$ cat src/include/fsbg_regs.svh
// register offsets, field positions and reset values of the flash security guard
`ifndef FSBG_REGS_SVH
`define FSBG_REGS_SVH
`define FSBG_OFF_SEC       12'h000
`define FSBG_OFF_CPC       12'h004
`define FSBG_OFF_CMD       12'h008
`define FSBG_OFF_STAT      12'h00C
`define FSBG_OFF_NVDATA    12'h010
`define FSBG_OFF_MAKER_ID  12'h014
`define FSBG_OFF_PART_ID   12'h018
`define FSBG_SEC_RESET     8'hFF
`define FSBG_BIT_LOCK      0
`define FSBG_BIT_INHIBIT   1
`define FSBG_BIT_P2_DIS    4
`define FSBG_BIT_P4_DIS    5
`define FSBG_BIT_HICLK     7
`define FSBG_CPC_APUPDATE  8'h01
`define FSBG_CMD_PROG_SEC  2'h1
`define FSBG_CMD_ERASE_ALL 2'h2
`define FSBG_CMD_DONE      2'h3
`define FSBG_MAKER_ID      8'hA5
`define FSBG_PART_ID       8'h5A
`define FSBG_RESP_OKAY     2'b00
`define FSBG_RESP_SLVERR   2'b10
`define FSBG_LOCKED_DATA   32'h0000_0000
`endif

$ cat src/include/fsbg_pkg.sv
// types of the flash security guard
package fsbg_pkg;
    typedef enum logic [1:0] {
        FSBG_RUN_APP    = 2'b00,
        FSBG_UPDATING   = 2'b01,
        FSBG_RUN_LOADER = 2'b11
    } fsbg_mode_t;
endpackage : fsbg_pkg

$ cat src/design/fsbg_guard.sv
// flash security byte, boot strap selection and code-read gating
`timescale 1ns/1ps
`default_nettype none
`include "fsbg_regs.svh"
module fsbg_guard (
    // clock and reset
    input  wire logic                 aclk,
    input  wire logic                 aresetn,
    // axi4-lite write address and data
    input  wire logic [11:0]          s_axi_awaddr,
    input  wire logic                 s_axi_awvalid,
    output logic                      s_axi_awready,
    input  wire logic [31:0]          s_axi_wdata,
    input  wire logic [3:0]           s_axi_wstrb,
    input  wire logic                 s_axi_wvalid,
    output logic                      s_axi_wready,
    output logic [1:0]                s_axi_bresp,
    output logic                      s_axi_bvalid,
    input  wire logic                 s_axi_bready,
    // axi4-lite read
    input  wire logic [11:0]          s_axi_araddr,
    input  wire logic                 s_axi_arvalid,
    output logic                      s_axi_arready,
    output logic [31:0]               s_axi_rdata,
    output logic [1:0]                s_axi_rresp,
    output logic                      s_axi_rvalid,
    input  wire logic                 s_axi_rready,
    // nonvolatile security byte storage
    input  wire logic [7:0]           nv_security_byte,
    output logic [7:0]                nv_write_data,
    output logic                      nv_write_en,
    // strap pins and programming-mode pin
    input  wire logic                 reboot_strap_a,
    input  wire logic                 reboot_strap_b,
    input  wire logic                 reboot_strap_c,
    input  wire logic                 prog_mode,
    // code-table read gating
    input  wire logic                 code_read_req,
    input  wire logic                 code_read_from_internal,
    input  wire logic                 code_read_target_internal,
    output logic                      code_read_allow_internal,
    output logic                      code_read_force_external,
    // external flash read path gating
    output logic                      flash_read_enable,
    // boot and clock outputs
    output fsbg_pkg::fsbg_mode_t      exec_mode,
    output logic                      boot_from_loader,
    output logic                      high_clock_select
);
    import fsbg_pkg::*;

    // pin synchronisers
    logic [3:0] pin_s1_r;
    logic [3:0] pin_s2_r;
    logic [3:0] pin_nxt;
    always_comb begin
        pin_nxt = {prog_mode, reboot_strap_c, reboot_strap_b, reboot_strap_a};
    end
    always_ff @(posedge aclk) begin
        pin_s1_r <= pin_nxt;
        pin_s2_r <= pin_s1_r;
    end
    logic strap_a_s;
    logic strap_b_s;
    logic strap_c_s;
    logic prog_s;
    always_comb begin
        strap_a_s = pin_s2_r[0];
        strap_b_s = pin_s2_r[1];
        strap_c_s = pin_s2_r[2];
        prog_s    = pin_s2_r[3];
    end

    // security byte shadow, boot mode and control register
    logic [7:0]  sec_r;
    logic [7:0]  sec_nxt;
    logic        boot_ld_r;
    logic        boot_ld_nxt;
    logic        rst_d_r;
    logic [7:0]  cpc_r;
    logic [7:0]  cpc_nxt;
    fsbg_mode_t  mode_r;
    fsbg_mode_t  mode_nxt;
    logic [7:0]  nvw_data_r;
    logic [7:0]  nvw_data_nxt;
    logic        nvw_en_r;
    logic        nvw_en_nxt;

    // write channel state
    logic        aw_hold_r;
    logic        aw_hold_nxt;
    logic [11:0] aw_addr_r;
    logic [11:0] aw_addr_nxt;
    logic        w_hold_r;
    logic        w_hold_nxt;
    logic [31:0] w_data_r;
    logic [31:0] w_data_nxt;
    logic        w_strb0_r;
    logic        w_strb0_nxt;
    logic        bvalid_r;
    logic        bvalid_nxt;
    logic [1:0]  bresp_r;
    logic [1:0]  bresp_nxt;
    logic        do_write;
    logic        wr_ok;

    // read channel state
    logic        rvalid_r;
    logic        rvalid_nxt;
    logic [31:0] rdata_r;
    logic [31:0] rdata_nxt;
    logic [1:0]  rresp_r;
    logic [1:0]  rresp_nxt;

    logic locked;
    logic special_blocked;
    always_comb begin
        locked          = ~sec_r[`FSBG_BIT_LOCK];
        // reaching the byte or the ids while programming would defeat the lock
        special_blocked = prog_s | locked;
    end

    always_comb begin
        aw_hold_nxt = aw_hold_r;
        aw_addr_nxt = aw_addr_r;
        w_hold_nxt  = w_hold_r;
        w_data_nxt  = w_data_r;
        w_strb0_nxt = w_strb0_r;
        bvalid_nxt  = bvalid_r;
        bresp_nxt   = bresp_r;
        if (s_axi_awvalid && s_axi_awready) begin
            aw_hold_nxt = 1'b1;
            aw_addr_nxt = s_axi_awaddr;
        end
        if (s_axi_wvalid && s_axi_wready) begin
            w_hold_nxt  = 1'b1;
            w_data_nxt  = s_axi_wdata;
            w_strb0_nxt = s_axi_wstrb[0];
        end
        do_write = aw_hold_r && w_hold_r && !bvalid_r;
        wr_ok    = 1'b0;
        if (do_write) begin
            aw_hold_nxt = 1'b0;
            w_hold_nxt  = 1'b0;
            bvalid_nxt  = 1'b1;
            unique case (aw_addr_r)
                `FSBG_OFF_CPC, `FSBG_OFF_CMD: wr_ok = 1'b1;
                default:                      wr_ok = 1'b0;
            endcase
            bresp_nxt = wr_ok ? `FSBG_RESP_OKAY : `FSBG_RESP_SLVERR;
        end else if (bvalid_r && s_axi_bready) begin
            bvalid_nxt = 1'b0;
        end
    end

    always_comb begin
        sec_nxt      = sec_r;
        cpc_nxt      = cpc_r;
        mode_nxt     = mode_r;
        boot_ld_nxt  = boot_ld_r;
        nvw_en_nxt   = 1'b0;
        nvw_data_nxt = nvw_data_r;
        if (!rst_d_r) begin
            // first cycle after reset release: shadow and straps
            sec_nxt     = nv_security_byte;
            boot_ld_nxt = 1'b0;
            if (!nv_security_byte[`FSBG_BIT_P2_DIS] && !strap_a_s && !strap_b_s) begin
                boot_ld_nxt = 1'b1;
            end
            if (!nv_security_byte[`FSBG_BIT_P4_DIS] && !strap_c_s) begin
                boot_ld_nxt = 1'b1;
            end
            mode_nxt = (boot_ld_nxt) ? FSBG_RUN_LOADER : FSBG_RUN_APP;
        end else if (do_write && wr_ok && w_strb0_r) begin
            if (aw_addr_r == `FSBG_OFF_CPC) begin
                cpc_nxt = w_data_r[7:0];
                if (w_data_r[7:0] == `FSBG_CPC_APUPDATE && mode_r == FSBG_RUN_APP) begin
                    mode_nxt = FSBG_UPDATING;
                end
            end else begin
                unique case (w_data_r[9:8])
                    `FSBG_CMD_PROG_SEC: begin
                        // a one can never come back through programming
                        sec_nxt      = sec_r & w_data_r[7:0];
                        nvw_en_nxt   = 1'b1;
                        nvw_data_nxt = sec_r & w_data_r[7:0];
                    end
                    `FSBG_CMD_ERASE_ALL: begin
                        sec_nxt      = `FSBG_SEC_RESET;
                        nvw_en_nxt   = 1'b1;
                        nvw_data_nxt = `FSBG_SEC_RESET;
                    end
                    `FSBG_CMD_DONE: begin
                        if (mode_r == FSBG_UPDATING) begin
                            // no reset and no bank switch after the update
                            mode_nxt = FSBG_RUN_APP;
                            cpc_nxt  = 8'h00;
                        end
                    end
                    default: ;
                endcase
            end
        end
    end

    always_comb begin
        rvalid_nxt = rvalid_r;
        rdata_nxt  = rdata_r;
        rresp_nxt  = rresp_r;
        if (s_axi_arvalid && s_axi_arready) begin
            rvalid_nxt = 1'b1;
            rresp_nxt  = `FSBG_RESP_OKAY;
            rdata_nxt  = `FSBG_LOCKED_DATA;
            unique case (s_axi_araddr)
                `FSBG_OFF_SEC:      rdata_nxt = special_blocked ? `FSBG_LOCKED_DATA
                                                                : {24'h00_0000, sec_r};
                `FSBG_OFF_MAKER_ID: rdata_nxt = special_blocked ? `FSBG_LOCKED_DATA
                                                                : {24'h00_0000, `FSBG_MAKER_ID};
                `FSBG_OFF_PART_ID:  rdata_nxt = special_blocked ? `FSBG_LOCKED_DATA
                                                                : {24'h00_0000, `FSBG_PART_ID};
                `FSBG_OFF_CPC:      rdata_nxt = {24'h00_0000, cpc_r};
                `FSBG_OFF_STAT:     rdata_nxt = {26'h000_0000, prog_s, locked,
                                                 boot_ld_r, high_clock_select, mode_r};
                `FSBG_OFF_CMD:      rdata_nxt = `FSBG_LOCKED_DATA;
                default:            rresp_nxt = `FSBG_RESP_SLVERR;
            endcase
        end else if (rvalid_r && s_axi_rready) begin
            rvalid_nxt = 1'b0;
        end
    end

    always_ff @(posedge aclk) begin
        if (!aresetn) begin
            rst_d_r    <= 1'b0;
            sec_r      <= `FSBG_SEC_RESET;
            cpc_r      <= 8'h00;
            mode_r     <= FSBG_RUN_APP;
            boot_ld_r  <= 1'b0;
            nvw_en_r   <= 1'b0;
            nvw_data_r <= `FSBG_SEC_RESET;
            aw_hold_r  <= 1'b0;
            aw_addr_r  <= 12'h000;
            w_hold_r   <= 1'b0;
            w_data_r   <= 32'h0000_0000;
            w_strb0_r  <= 1'b0;
            bvalid_r   <= 1'b0;
            bresp_r    <= `FSBG_RESP_OKAY;
            rvalid_r   <= 1'b0;
            rdata_r    <= 32'h0000_0000;
            rresp_r    <= `FSBG_RESP_OKAY;
        end else begin
            rst_d_r    <= 1'b1;
            sec_r      <= sec_nxt;
            cpc_r      <= cpc_nxt;
            mode_r     <= mode_nxt;
            boot_ld_r  <= boot_ld_nxt;
            nvw_en_r   <= nvw_en_nxt;
            nvw_data_r <= nvw_data_nxt;
            aw_hold_r  <= aw_hold_nxt;
            aw_addr_r  <= aw_addr_nxt;
            w_hold_r   <= w_hold_nxt;
            w_data_r   <= w_data_nxt;
            w_strb0_r  <= w_strb0_nxt;
            bvalid_r   <= bvalid_nxt;
            bresp_r    <= bresp_nxt;
            rvalid_r   <= rvalid_nxt;
            rdata_r    <= rdata_nxt;
            rresp_r    <= rresp_nxt;
        end
    end

    // code-table read gating
    always_comb begin
        if (code_read_from_internal) begin
            code_read_allow_internal = 1'b1;
        end else if (!sec_r[`FSBG_BIT_INHIBIT] || !rst_d_r) begin
            // the shadow holds ff until the first edge after reset, so stay shut
            code_read_allow_internal = 1'b0;
        end else begin
            code_read_allow_internal = 1'b1;
        end
        code_read_force_external = code_read_req && code_read_target_internal
                                   && !code_read_allow_internal;
        // lock only gates outside read paths; the core's own fetches are elsewhere
        flash_read_enable = !locked && !prog_s && rst_d_r;
    end

    always_comb begin
        s_axi_awready     = !aw_hold_r && rst_d_r;
        s_axi_wready      = !w_hold_r && rst_d_r;
        s_axi_bvalid      = bvalid_r;
        s_axi_bresp       = bresp_r;
        s_axi_arready     = !rvalid_r && rst_d_r;
        s_axi_rvalid      = rvalid_r;
        s_axi_rdata       = rdata_r;
        s_axi_rresp       = rresp_r;
        nv_write_en       = nvw_en_r;
        nv_write_data     = nvw_data_r;
        exec_mode         = mode_r;
        boot_from_loader  = boot_ld_r;
        high_clock_select = sec_r[`FSBG_BIT_HICLK];
    end
endmodule : fsbg_guard
`default_nettype wire

$ cat config.mk
export PLATFORM = sky130hd
export DESIGN_NAME = fsbg_guard
export DESIGN_NICKNAME = d
export VERILOG_FILES = /design/src/include/fsbg_pkg.sv /design/src/design/fsbg_guard.sv
export VERILOG_INCLUDE_DIRS = /design/src /design/src/include
export SDC_FILE = /design/constraint.sdc
export NUM_CORES = 1
export LEC_CHECK = 0
export BUFFER_PORTS_ARGS = -buffer_cell sky130_fd_sc_hd__buf_2
export CAP_MARGIN = 20
export CORE_MARGIN = 2
export CORE_UTILIZATION = 40
export CTS_BUF_LIST = sky130_fd_sc_hd__clkbuf_4 sky130_fd_sc_hd__clkbuf_8
export CTS_CLUSTER_SIZE = 8
export DETAILED_ROUTE_END_ITERATION = 8
export GPL_ROUTABILITY_DRIVEN = 0
export PLACE_DENSITY = 0.78
export SKIP_CTS_REPAIR_TIMING = 1
export SYNTH_ARGS = -nofsm -noshare
export SYNTH_HDL_FRONTEND = slang
export SYNTH_SLANG_ARGS = --single-unit
$ cat constraint.sdc
create_clock -name aclk -period 1.7 [get_ports aclk]
set_input_delay 0.255 -clock aclk [delete_from_list [all_inputs] [get_ports aclk]]
set_output_delay 0.255 -clock aclk [all_outputs]
set_load 0.01 [all_outputs]
==> results of run 1 <==
==> layout make-up <==
cell class                      instances  area [sq um]
Fill cell                             830          4235
Multi-Input combinational cell        297          1809
Sequential cell                        74          1485
Timing Repair Buffer                  126         747.0
Clock buffer                           14         180.2
Tap cell                              108         135.1
Inverter                                9         33.78
Clock inverter                          2         10.01
==> through the flow <==
step                power [W]  instance area (sq um)
floorplan            0.002189                   3632
global placement     0.002344                   4139
global route         0.003797                   4400
detailed placement   0.002361                   4139
finish               0.003644                   4400
CTS                  0.003638                   4329
==> cells in the mapped netlist (all sizes together), types with 2 or more instances <==
| master | instances |
|---|---|
| a21boi | 5 |
| inv | 9 |
| o211ai | 9 |
| or4b | 2 |
| mux2 | 4 |
| dfxtp | 74 |
| a31o | 9 |
| clkbuf | 20 |
| or4 | 2 |
| and2 | 4 |
| nand3 | 12 |
| a221oi | 8 |
| a21oi | 50 |
| nand2 | 62 |
| mux2i | 2 |
| and4 | 2 |
| nand3b | 3 |
| nor2 | 9 |
| nor4 | 7 |
| nor3 | 11 |
| nand4 | 2 |
| and3 | 2 |
| o21ai | 12 |
| buf | 34 |
| a22oi | 2 |
| nor2b | 4 |
| xnor2 | 2 |
| nor4b | 3 |
| nor3b | 2 |
| a211o | 8 |
| ha | 3 |
| a31oi | 16 |
| nand2b | 3 |
==> final timing paths <==
check	startpoint	to	slack, ps	cells after the start
worst max-delay path	rst_d_r	s_axi_wready	90	4
worst min-delay path	prog_mode	pin_s1_r[3]	20	1
worst min register to register	pin_s1_r[0]	pin_s2_r[0]	330	0
worst max register to register	aw_addr_r[11]	sec_r[3]	90	5
==> state kept, by name, summed over array words and instances (netlist names) <==
| signal | flops |
|---|---|
| aw_hold_r | 1 |
| s_axi_bvalid | 1 |
| exec_mode | 2 |
| s_axi_bresp | 1 |
| nv_write_en | 1 |
| nv_write_data | 8 |
| aw_addr_r | 12 |
| w_strb0_r | 1 |
| pin_s1_r | 4 |
| s_axi_rvalid | 1 |
| s_axi_rdata | 8 |
| s_axi_rresp | 1 |
| rst_d_r | 1 |
| sec_r | 8 |
| w_data_r | 10 |
| boot_from_loader | 1 |
| w_hold_r | 1 |
| cpc_r | 8 |
| pin_s2_r | 4 |
==> worst reg2reg max path: cells and delay by family, from the launching register on <==
family          cells  cell delay (ps)
compound gates      2              350
buf+inv             1              180
simple gates        2              640
flops               1              330
==> kinds of logic after synthesis <==
| logic type | after synthesis | synth area share |
|---|---|---|
| xor gates and xnor gates | 3 | 0.007427 |
| DFF | 74 | 0.4187 |
| muxes | 6 | 0.01839 |
| and+or+nand+nor | 136 | 0.2079 |
| other | 1 | 0.001060 |
| adders and majority gates | 3 | 0.01061 |
| buffers and inverters | 63 | 0.1018 |
| AOI/OAI and AO/OA | 123 | 0.2341 |
==> routing by layer <==
metal  GRT usage  up-vias  wire length, um
li1            -     1641                -
met1      0.2367     1565             3975
met2      0.3303      171             4692
met3     0.05870       19              702
met4     0.05983        0              184
met5           0        -                0
==> power breakdown <==
group	internal (W)	total, W	switching [W]
Sequential	0.00180	0.00186	0.0000609
Clock	0.000678	0.00129	0.000615
Combinational	0.000215	0.000493	0.000278
Total	0.00269	0.00364	0.000953
==> cell usage in the layout, fill, tap and decap left out, drive strengths merged, types with 3 or more instances in the layout <==
cell type,count
buf,123
dfxtp,74
nand2,62
a21oi,50
conb,26
a31oi,16
clkbuf,14
nand3,12
o21ai,12
nor3,11
inv,9
nor2,9
o211ai,9
a31o,9
a211o,8
a221oi,8
nor4,7
a21boi,5
nor2b,4
and2,4
mux2,4
nand2b,3
nand3b,3
nor4b,3
ha,3
dlygate4sd3,3
==> flow_metrics.py, run 1 <==
metrics = {
    "die": {
        "start_util": 0.4097,
        "dieArea_sq_mm": 0.009615,
        "core_area_sq_mm": 0.008636,
        "pin_count": 139,
        "die_y_um": 98.06,
        "die_x_um": 98.06,
        "rows": 34,
    },
    "route": {
        "wirelength_um": 9555,
        "wl_per_cell_um": 15.17,
        "drtAntennaViolNets": 0,
        "drt_first_iter_violations": 272,
        "vias_per_cell": 5.390,
        "vias": 3396,
        "first_pass_iters": 5,
        "drc": 0,
    },
    "hold_path": {
        "min_path_type": "input pin to flip-flop",
    },
    "cells_and_area": {
        "syn_to_final_growth_pct": 24.36,
        "final_cell_count_no_fill": 630,
        "diodes": 0,
        "utilization": 0.5096,
        "layout-drive-gt1-share": 0.3180,
        "nets": 602,
    },
    "critical_path": {
        "cp-end-kind": "output port",
        "slowest_delay_ps": 340,
        "cp.required_ps": 1440,
        "path_class": "flip-flop to output port",
        "path_cells": "buf_6 -> nor2b_1 -> buf_4 -> buf_2",
        "timing.critical_path.buf_inv": 3,
        "cp_max_fo": 12,
        "crit_path_start_kind": "flip-flop",
        "worstPathArrival_ps": 1360,
        "path_delay_family": "buffers and inverters",
        "cpMaxStageDelayCell": "dfxtp_2",
    },
    "synthesis": {
        "synth_warnings": 0,
        "yosysUniqueCellTypes": 57,
        "synth-edff-count": 0,
        "syn_area_per_cell_sq_um": 8.651,
        "seq_area_frac_synth": 0.4187,
        "synth_flop_cell": "dfxtp_1",
        "yosys.area.top_type": "dfxtp_1",
        "yosysTopAreaCellShare": 0.4187,
        "synth_area_leaders": "dfxtp_1 (42%), a21oi_1 (7.1%), nand2_1 (6.6%)",
        "syn-cell-area_sq_mm": 0.003538,
        "synthArstFlopShare": 0,
        "syn_inst": 409,
        "synth-seq-cells": 74,
    },
    "global_routing": {
        "antenna_found_initial": 0,
        "grt_overflow": 0,
        "grt_pass1_wl_um": 15160,
        "grt_pass1_vias": 3164,
        "grt_max_degree": 25,
        "grt_use_total": 0.1943,
    },
    "clock_network": {
        "htreeDepth": 3,
        "cts_buffers": 9,
        "clock_path_buffers": 2,
        "clkSlewWorstSetupHoldPaths_ps": 70,
        "insertion_delay_ps": 350,
        "cts_tree": "done",
        "ctsRootBufferMaster": "clkbuf_8",
        "clock_sinks": 74,
    },
    "timing": {
        "fin_skew_ps": 7.069,
        "final_hold_viol_count": 0,
        "fin_crit_sh": 0.9476,
        "setup_tns_ps": 0,
        "setup_violations": 0,
        "max_freq_ghz": 0.6207,
        "final_max_slew_viol_count": 0,
        "setup_ws_ps": 89.01,
        "whs_ps": 18.86,
        "fin_crit_ps": 1611,
    },
    "pwr": {
        "vdd_drop_max_mv": 0.6499,
        "power_density_mw_per_mm2": 828.0,
        "p_leak_nw": 1.852,
    },
    "placed_design": {
        "place_ws_ps": -207.5,
        "portBuffers": 87,
        "dpl.hpwl_um": 7096,
        "dp.cells": 610,
    },
    "flow_run": {
        "cap_violations": 0,
    },
    "status": {
        "outcome": "complete, no violations",
    },
}
(Power assumes the default switching activity.)
==> inputs of run 2 (changes only) <==
- PLACE_DENSITY: 0.78 -> 0.7
==> flow_metrics.py, run 2 (same netlist as run 1, synthesis figures left out) <==
metrics = {
    "critical_path": {
        "cp_max_fo": 10,
        "cp.required_ps": 1940,
        "crit_path_start_kind": "flip-flop",
        "r2r_slack_ps": 70,
        "path_class": "flip-flop to flip-flop",
        "cp-end-kind": "flip-flop",
        "worstPathArrival_ps": 1870,
    },
    "route": {
        "drtAntennaViolNets": 0,
        "vias": 3327,
        "drc": 0,
        "first_pass_iters": 4,
        "wl_per_cell_um": 14.43,
        "vias_per_cell": 5.264,
        "wirelength_um": 9117,
        "drt_first_iter_violations": 227,
    },
    "cells_and_area": {
        "top_regs": "aw_addr_r: 12 flops, w_data_r: 10 flops",
        "regMostFlops": "aw_addr_r",
        "diodes": 0,
        "layout-drive-gt1-share": 0.3187,
        "utilization": 0.5126,
        "multi_input_area_sq_mm": 0.001822,
        "regArea_sq_mm": 0.001485,
        "nets": 604,
        "syn_to_final_growth_pct": 25.11,
        "mostFrequentLayoutCells": "buf_2 (87), dfxtp_1 (73), nand2_1 (62)",
        "layout_commonest_cell": "buf_2",
        "fillers": 810,
        "largest_reg_flops": 12,
    },
    "die": {
        "die_x_um": 98.06,
        "die_y_um": 98.06,
        "pin_count": 139,
        "start_util": 0.4097,
        "core_area_sq_mm": 0.008636,
        "rows": 34,
        "dieArea_sq_mm": 0.009615,
    },
    "hold_path": {
        "min_path_type": "input pin to flip-flop",
    },
    "timing": {
        "final_max_slew_viol_count": 0,
        "setup_violations": 0,
        "fin_crit_ps": 1626,
        "final_hold_viol_count": 0,
        "fin_crit_sh": 0.9566,
        "fin_skew_ps": 9.546,
        "max_freq_ghz": 0.6149,
    },
    "clock_network": {
        "clkSlewWorstSetupHoldPaths_ps": 70,
        "clock_sinks": 74,
        "clock_path_buffers": 2,
        "ctsRootBufferMaster": "clkbuf_8",
        "cts_tree": "done",
        "insertion_delay_ps": 340,
        "htreeDepth": 3,
        "cts_buffers": 9,
    },
    "flow_run": {
        "cap_violations": 0,
    },
    "global_routing": {
        "grt_pass1_wl_um": 14320,
        "grt_overflow": 0,
        "antenna_found_initial": 0,
        "grt_max_degree": 39,
        "grt_pass1_vias": 3046,
        "grt_use_total": 0.1854,
    },
    "status": {
        "outcome": "complete, no violations",
    },
    "placed_design": {
        "portBuffers": 87,
        "dpl.hpwl_um": 6841,
    },
    "pwr": {
        "total_power_w": 0.003681,
        "power_density_mw_per_mm2": 831.4,
        "p_leak_nw": 1.861,
        "vdd_drop_max_mv": 0.4725,
    },
}
[run 2: metal layers]
metal / track usage / share of wire
met5: 0 / 0
met4: 0.07479 / 0.019
met2: 0.3103 / 0.48
met1: 0.2277 / 0.42
met3: 0.04724 / 0.074
[run 2: worst paths after layout]
check                           depth (start not counted)          end                start
worst max-delay path                                    6     sec_r[3]         aw_addr_r[4]
worst min-delay path                                    2     sec_r[3]  nv_security_byte[3]
worst max register to register                          6     sec_r[3]         aw_addr_r[4]
worst min register to register                          0  pin_s2_r[1]          pin_s1_r[1]
[run 2: report_power, final]
group / switching (W) / internal, W / total (W)
clock network: 0.000606 / 0.000740 / 0.00135
logic: 0.000263 / 0.000214 / 0.000477
registers: 0.0000623 / 0.00180 / 0.00186
total: 0.000931 / 0.00275 / 0.00368
[run 2: per-stage QoR]
stage / TNS (ps) / setup WS (ps) / hold WS (ps) / std cells / instance area (sq um)
floorplan: 0 / 0.4492 / 282.7 / 434 / 3632
global placement: -925.4 / -152.0 / 312.1 / 612 / 4154
detailed placement: -1602 / -223.3 / 312.1 / 612 / 4154
CTS: -720.0 / -86.08 / -9.955 / 628 / 4348
global route: -437.3 / -64.44 / 116.5 / 632 / 4427
finish: 0 / 73.71 / 126.1 / 632 / 4427
[run 2: layout make-up]
type,instances,area share
Tap cell,108,0.03053
Clock inverter,3,0.009045
Sequential cell,74,0.3355
Clock buffer,13,0.03477
Inverter,9,0.007631
Multi-Input combinational cell,297,0.4115
Timing Repair Buffer,128,0.1710
[run 2: critical path, cell delays in order, from the launching register on]
cell and delay [ps]:
dfxtp_1 320, nor4_2 290, buf_4 170, and4_4 260, buf_6 140, a31oi_1 80, a211o_1 270
==> inputs of run 3 (changes only) <==
- CTS_BUF_LIST: sky130_fd_sc_hd__clkbuf_4 sky130_fd_sc_hd__clkbuf_8 -> default
==> flow_metrics.py, run 3 (same netlist as run 1, synthesis figures left out) <==
metrics = {
    "hold_path": {
        "min_path_type": "input pin to flip-flop",
        "whs_path_depth": 2,
        "whs_endpoint": "sec_r[3]",
        "min_from": "nv_security_byte[3]",
    },
    "pwr": {
        "total_power_w": 0.003623,
        "p_leak_nw": 1.846,
        "vdd_drop_max_mv": 0.4260,
        "power_density_mw_per_mm2": 821.6,
    },
    "critical_path": {
        "r2r_slack_ps": 70,
        "r2r_start": "aw_addr_r[4]",
        "cpMaxStageDelayCell": "dfxtp_1",
        "cp.depth": 6,
        "path_class": "flip-flop to flip-flop",
        "path_delay_family": "simple AND/OR/NAND/NOR gates",
        "path_cells": "nor4_2 -> buf_4 -> and4_4 -> buf_6 -> a31oi_1 -> a211o_1",
        "timing.critical_path.buf_inv": 2,
        "slowest_delay_ps": 320,
        "crit_path_start_kind": "flip-flop",
        "reg2reg_to": "sec_r[3]",
        "cp.required_ps": 1940,
        "cp_max_fo": 10,
        "cp-end-kind": "flip-flop",
        "reg2regPathDepth": 6,
        "worstPathArrival_ps": 1870,
    },
    "flow_run": {
        "cap_violations": 0,
    },
    "route": {
        "drc": 0,
        "wirelength_um": 9173,
        "wl_met2_um": 4413,
        "routed.top_layer": "met4",
        "drt_first_iter_violations": 199,
        "wl_met1_um": 4016,
        "drtAntennaViolNets": 0,
        "wl_per_cell_um": 14.51,
        "route.met3.wl_um": 561,
        "first_pass_iters": 4,
        "vias_per_cell": 5.263,
        "vias": 3326,
    },
    "cells_and_area": {
        "largest_reg_flops": 12,
        "mostFrequentLayoutCells": "buf_2 (87), dfxtp_1 (73), nand2_1 (62)",
        "fillers": 814,
        "regMostFlops": "aw_addr_r",
        "multi_input_area_sq_mm": 0.001819,
        "layout-drive-gt1-share": 0.3111,
        "syn_to_final_growth_pct": 24.61,
        "top_regs": "aw_addr_r: 12 flops, w_data_r: 10 flops",
        "regArea_sq_mm": 0.001485,
        "diodes": 0,
        "layout_commonest_cell": "buf_2",
        "nets": 604,
    },
    "timing": {
        "fin_crit_ps": 1631,
        "setup_ws_ps": 69.05,
        "fin_crit_sh": 0.9594,
        "max_freq_ghz": 0.6131,
        "worst_slew_pin_slew_ps": 499.0,
        "final_max_slew_viol_count": 0,
        "fin_skew_ps": 9.787,
        "setup_violations": 0,
        "final_hold_viol_count": 0,
        "relSlewSlack": 0.6663,
    },
    "die": {
        "pin_count": 139,
        "core_area_sq_mm": 0.008636,
        "start_util": 0.4097,
        "rows": 34,
        "die_y_um": 98.06,
        "die_x_um": 98.06,
        "dieArea_sq_mm": 0.009615,
    },
    "global_routing": {
        "grt_overflow": 0,
        "grt_pass1_vias": 3022,
        "grt_use_total": 0.1842,
        "grt_pass1_wl_um": 14280,
        "grt_max_degree": 39,
        "antenna_found_initial": 0,
    },
    "clock_network": {
        "htreeDepth": 3,
        "cts_buffers": 9,
        "clock_sinks": 74,
        "insertion_delay_ps": 350,
        "clock_path_buffers": 2,
        "clkSlewWorstSetupHoldPaths_ps": 70,
        "cts_tree": "done",
        "ctsRootBufferMaster": "clkbuf_8",
    },
    "placed_design": {
        "dpl.hpwl_um": 6841,
        "place_ws_ps": -223.3,
        "portBuffers": 87,
    },
    "status": {
        "outcome": "complete, no violations",
    },
}
==> run 3: area by class of cell <==
type                    instances  share of cell area
clock buffers                  13             0.03150
clock inverters                 3            0.009081
inverters                       9            0.007662
multi-input cells             297              0.4126
flip-flops and latches         74              0.3368
well taps                     108             0.03065
repair buffers                128              0.1717
==> run 3: how the worst max path moves through the flow <==
stage	end	start	slack (ps)
2_1_floorplan	s_axi_rdata[1]	s_axi_araddr[9]	0.4
3_3_place_gp	s_axi_rdata[4]	s_axi_araddr[5]	-150
3_5_place_dp	s_axi_rdata[4]	s_axi_araddr[9]	-220
4_1_cts	sec_r[3]	aw_addr_r[11]	-90
5_1_grt	sec_r[3]	aw_addr_r[4]	-70
6_report	sec_r[3]	aw_addr_r[4]	70
==> run 3: through the flow <==
step	area, sq um	hold slack [ps]	utilization	TNS, ps	cells
final	4409	122.6	0.5106	0	632
after global routing	4409	122.5	0.5106	-434.7	632
after CTS	4333	-6.817	0.5017	-630.9	628
after detailed placement	4154	312.1	0.4810	-1602	612
after global placement	4154	312.1	0.4810	-925.4	612
after floorplan	3632	282.7	-	0	434
==> run 3: layer usage <==
metal / GRT usage / vias to the layer above
met5: 0 / -
met1: 0.2286 / 1557
li1: - / 1641
met4: 0.06624 / 0
met3: 0.04366 / 17
met2: 0.3119 / 111
==> run 3: power by group <==
| group | internal [W] | switching, W |
|---|---|---|
| sequential | 0.00180 | 0.0000635 |
| clock | 0.000676 | 0.000611 |
| combinational | 0.000214 | 0.000263 |
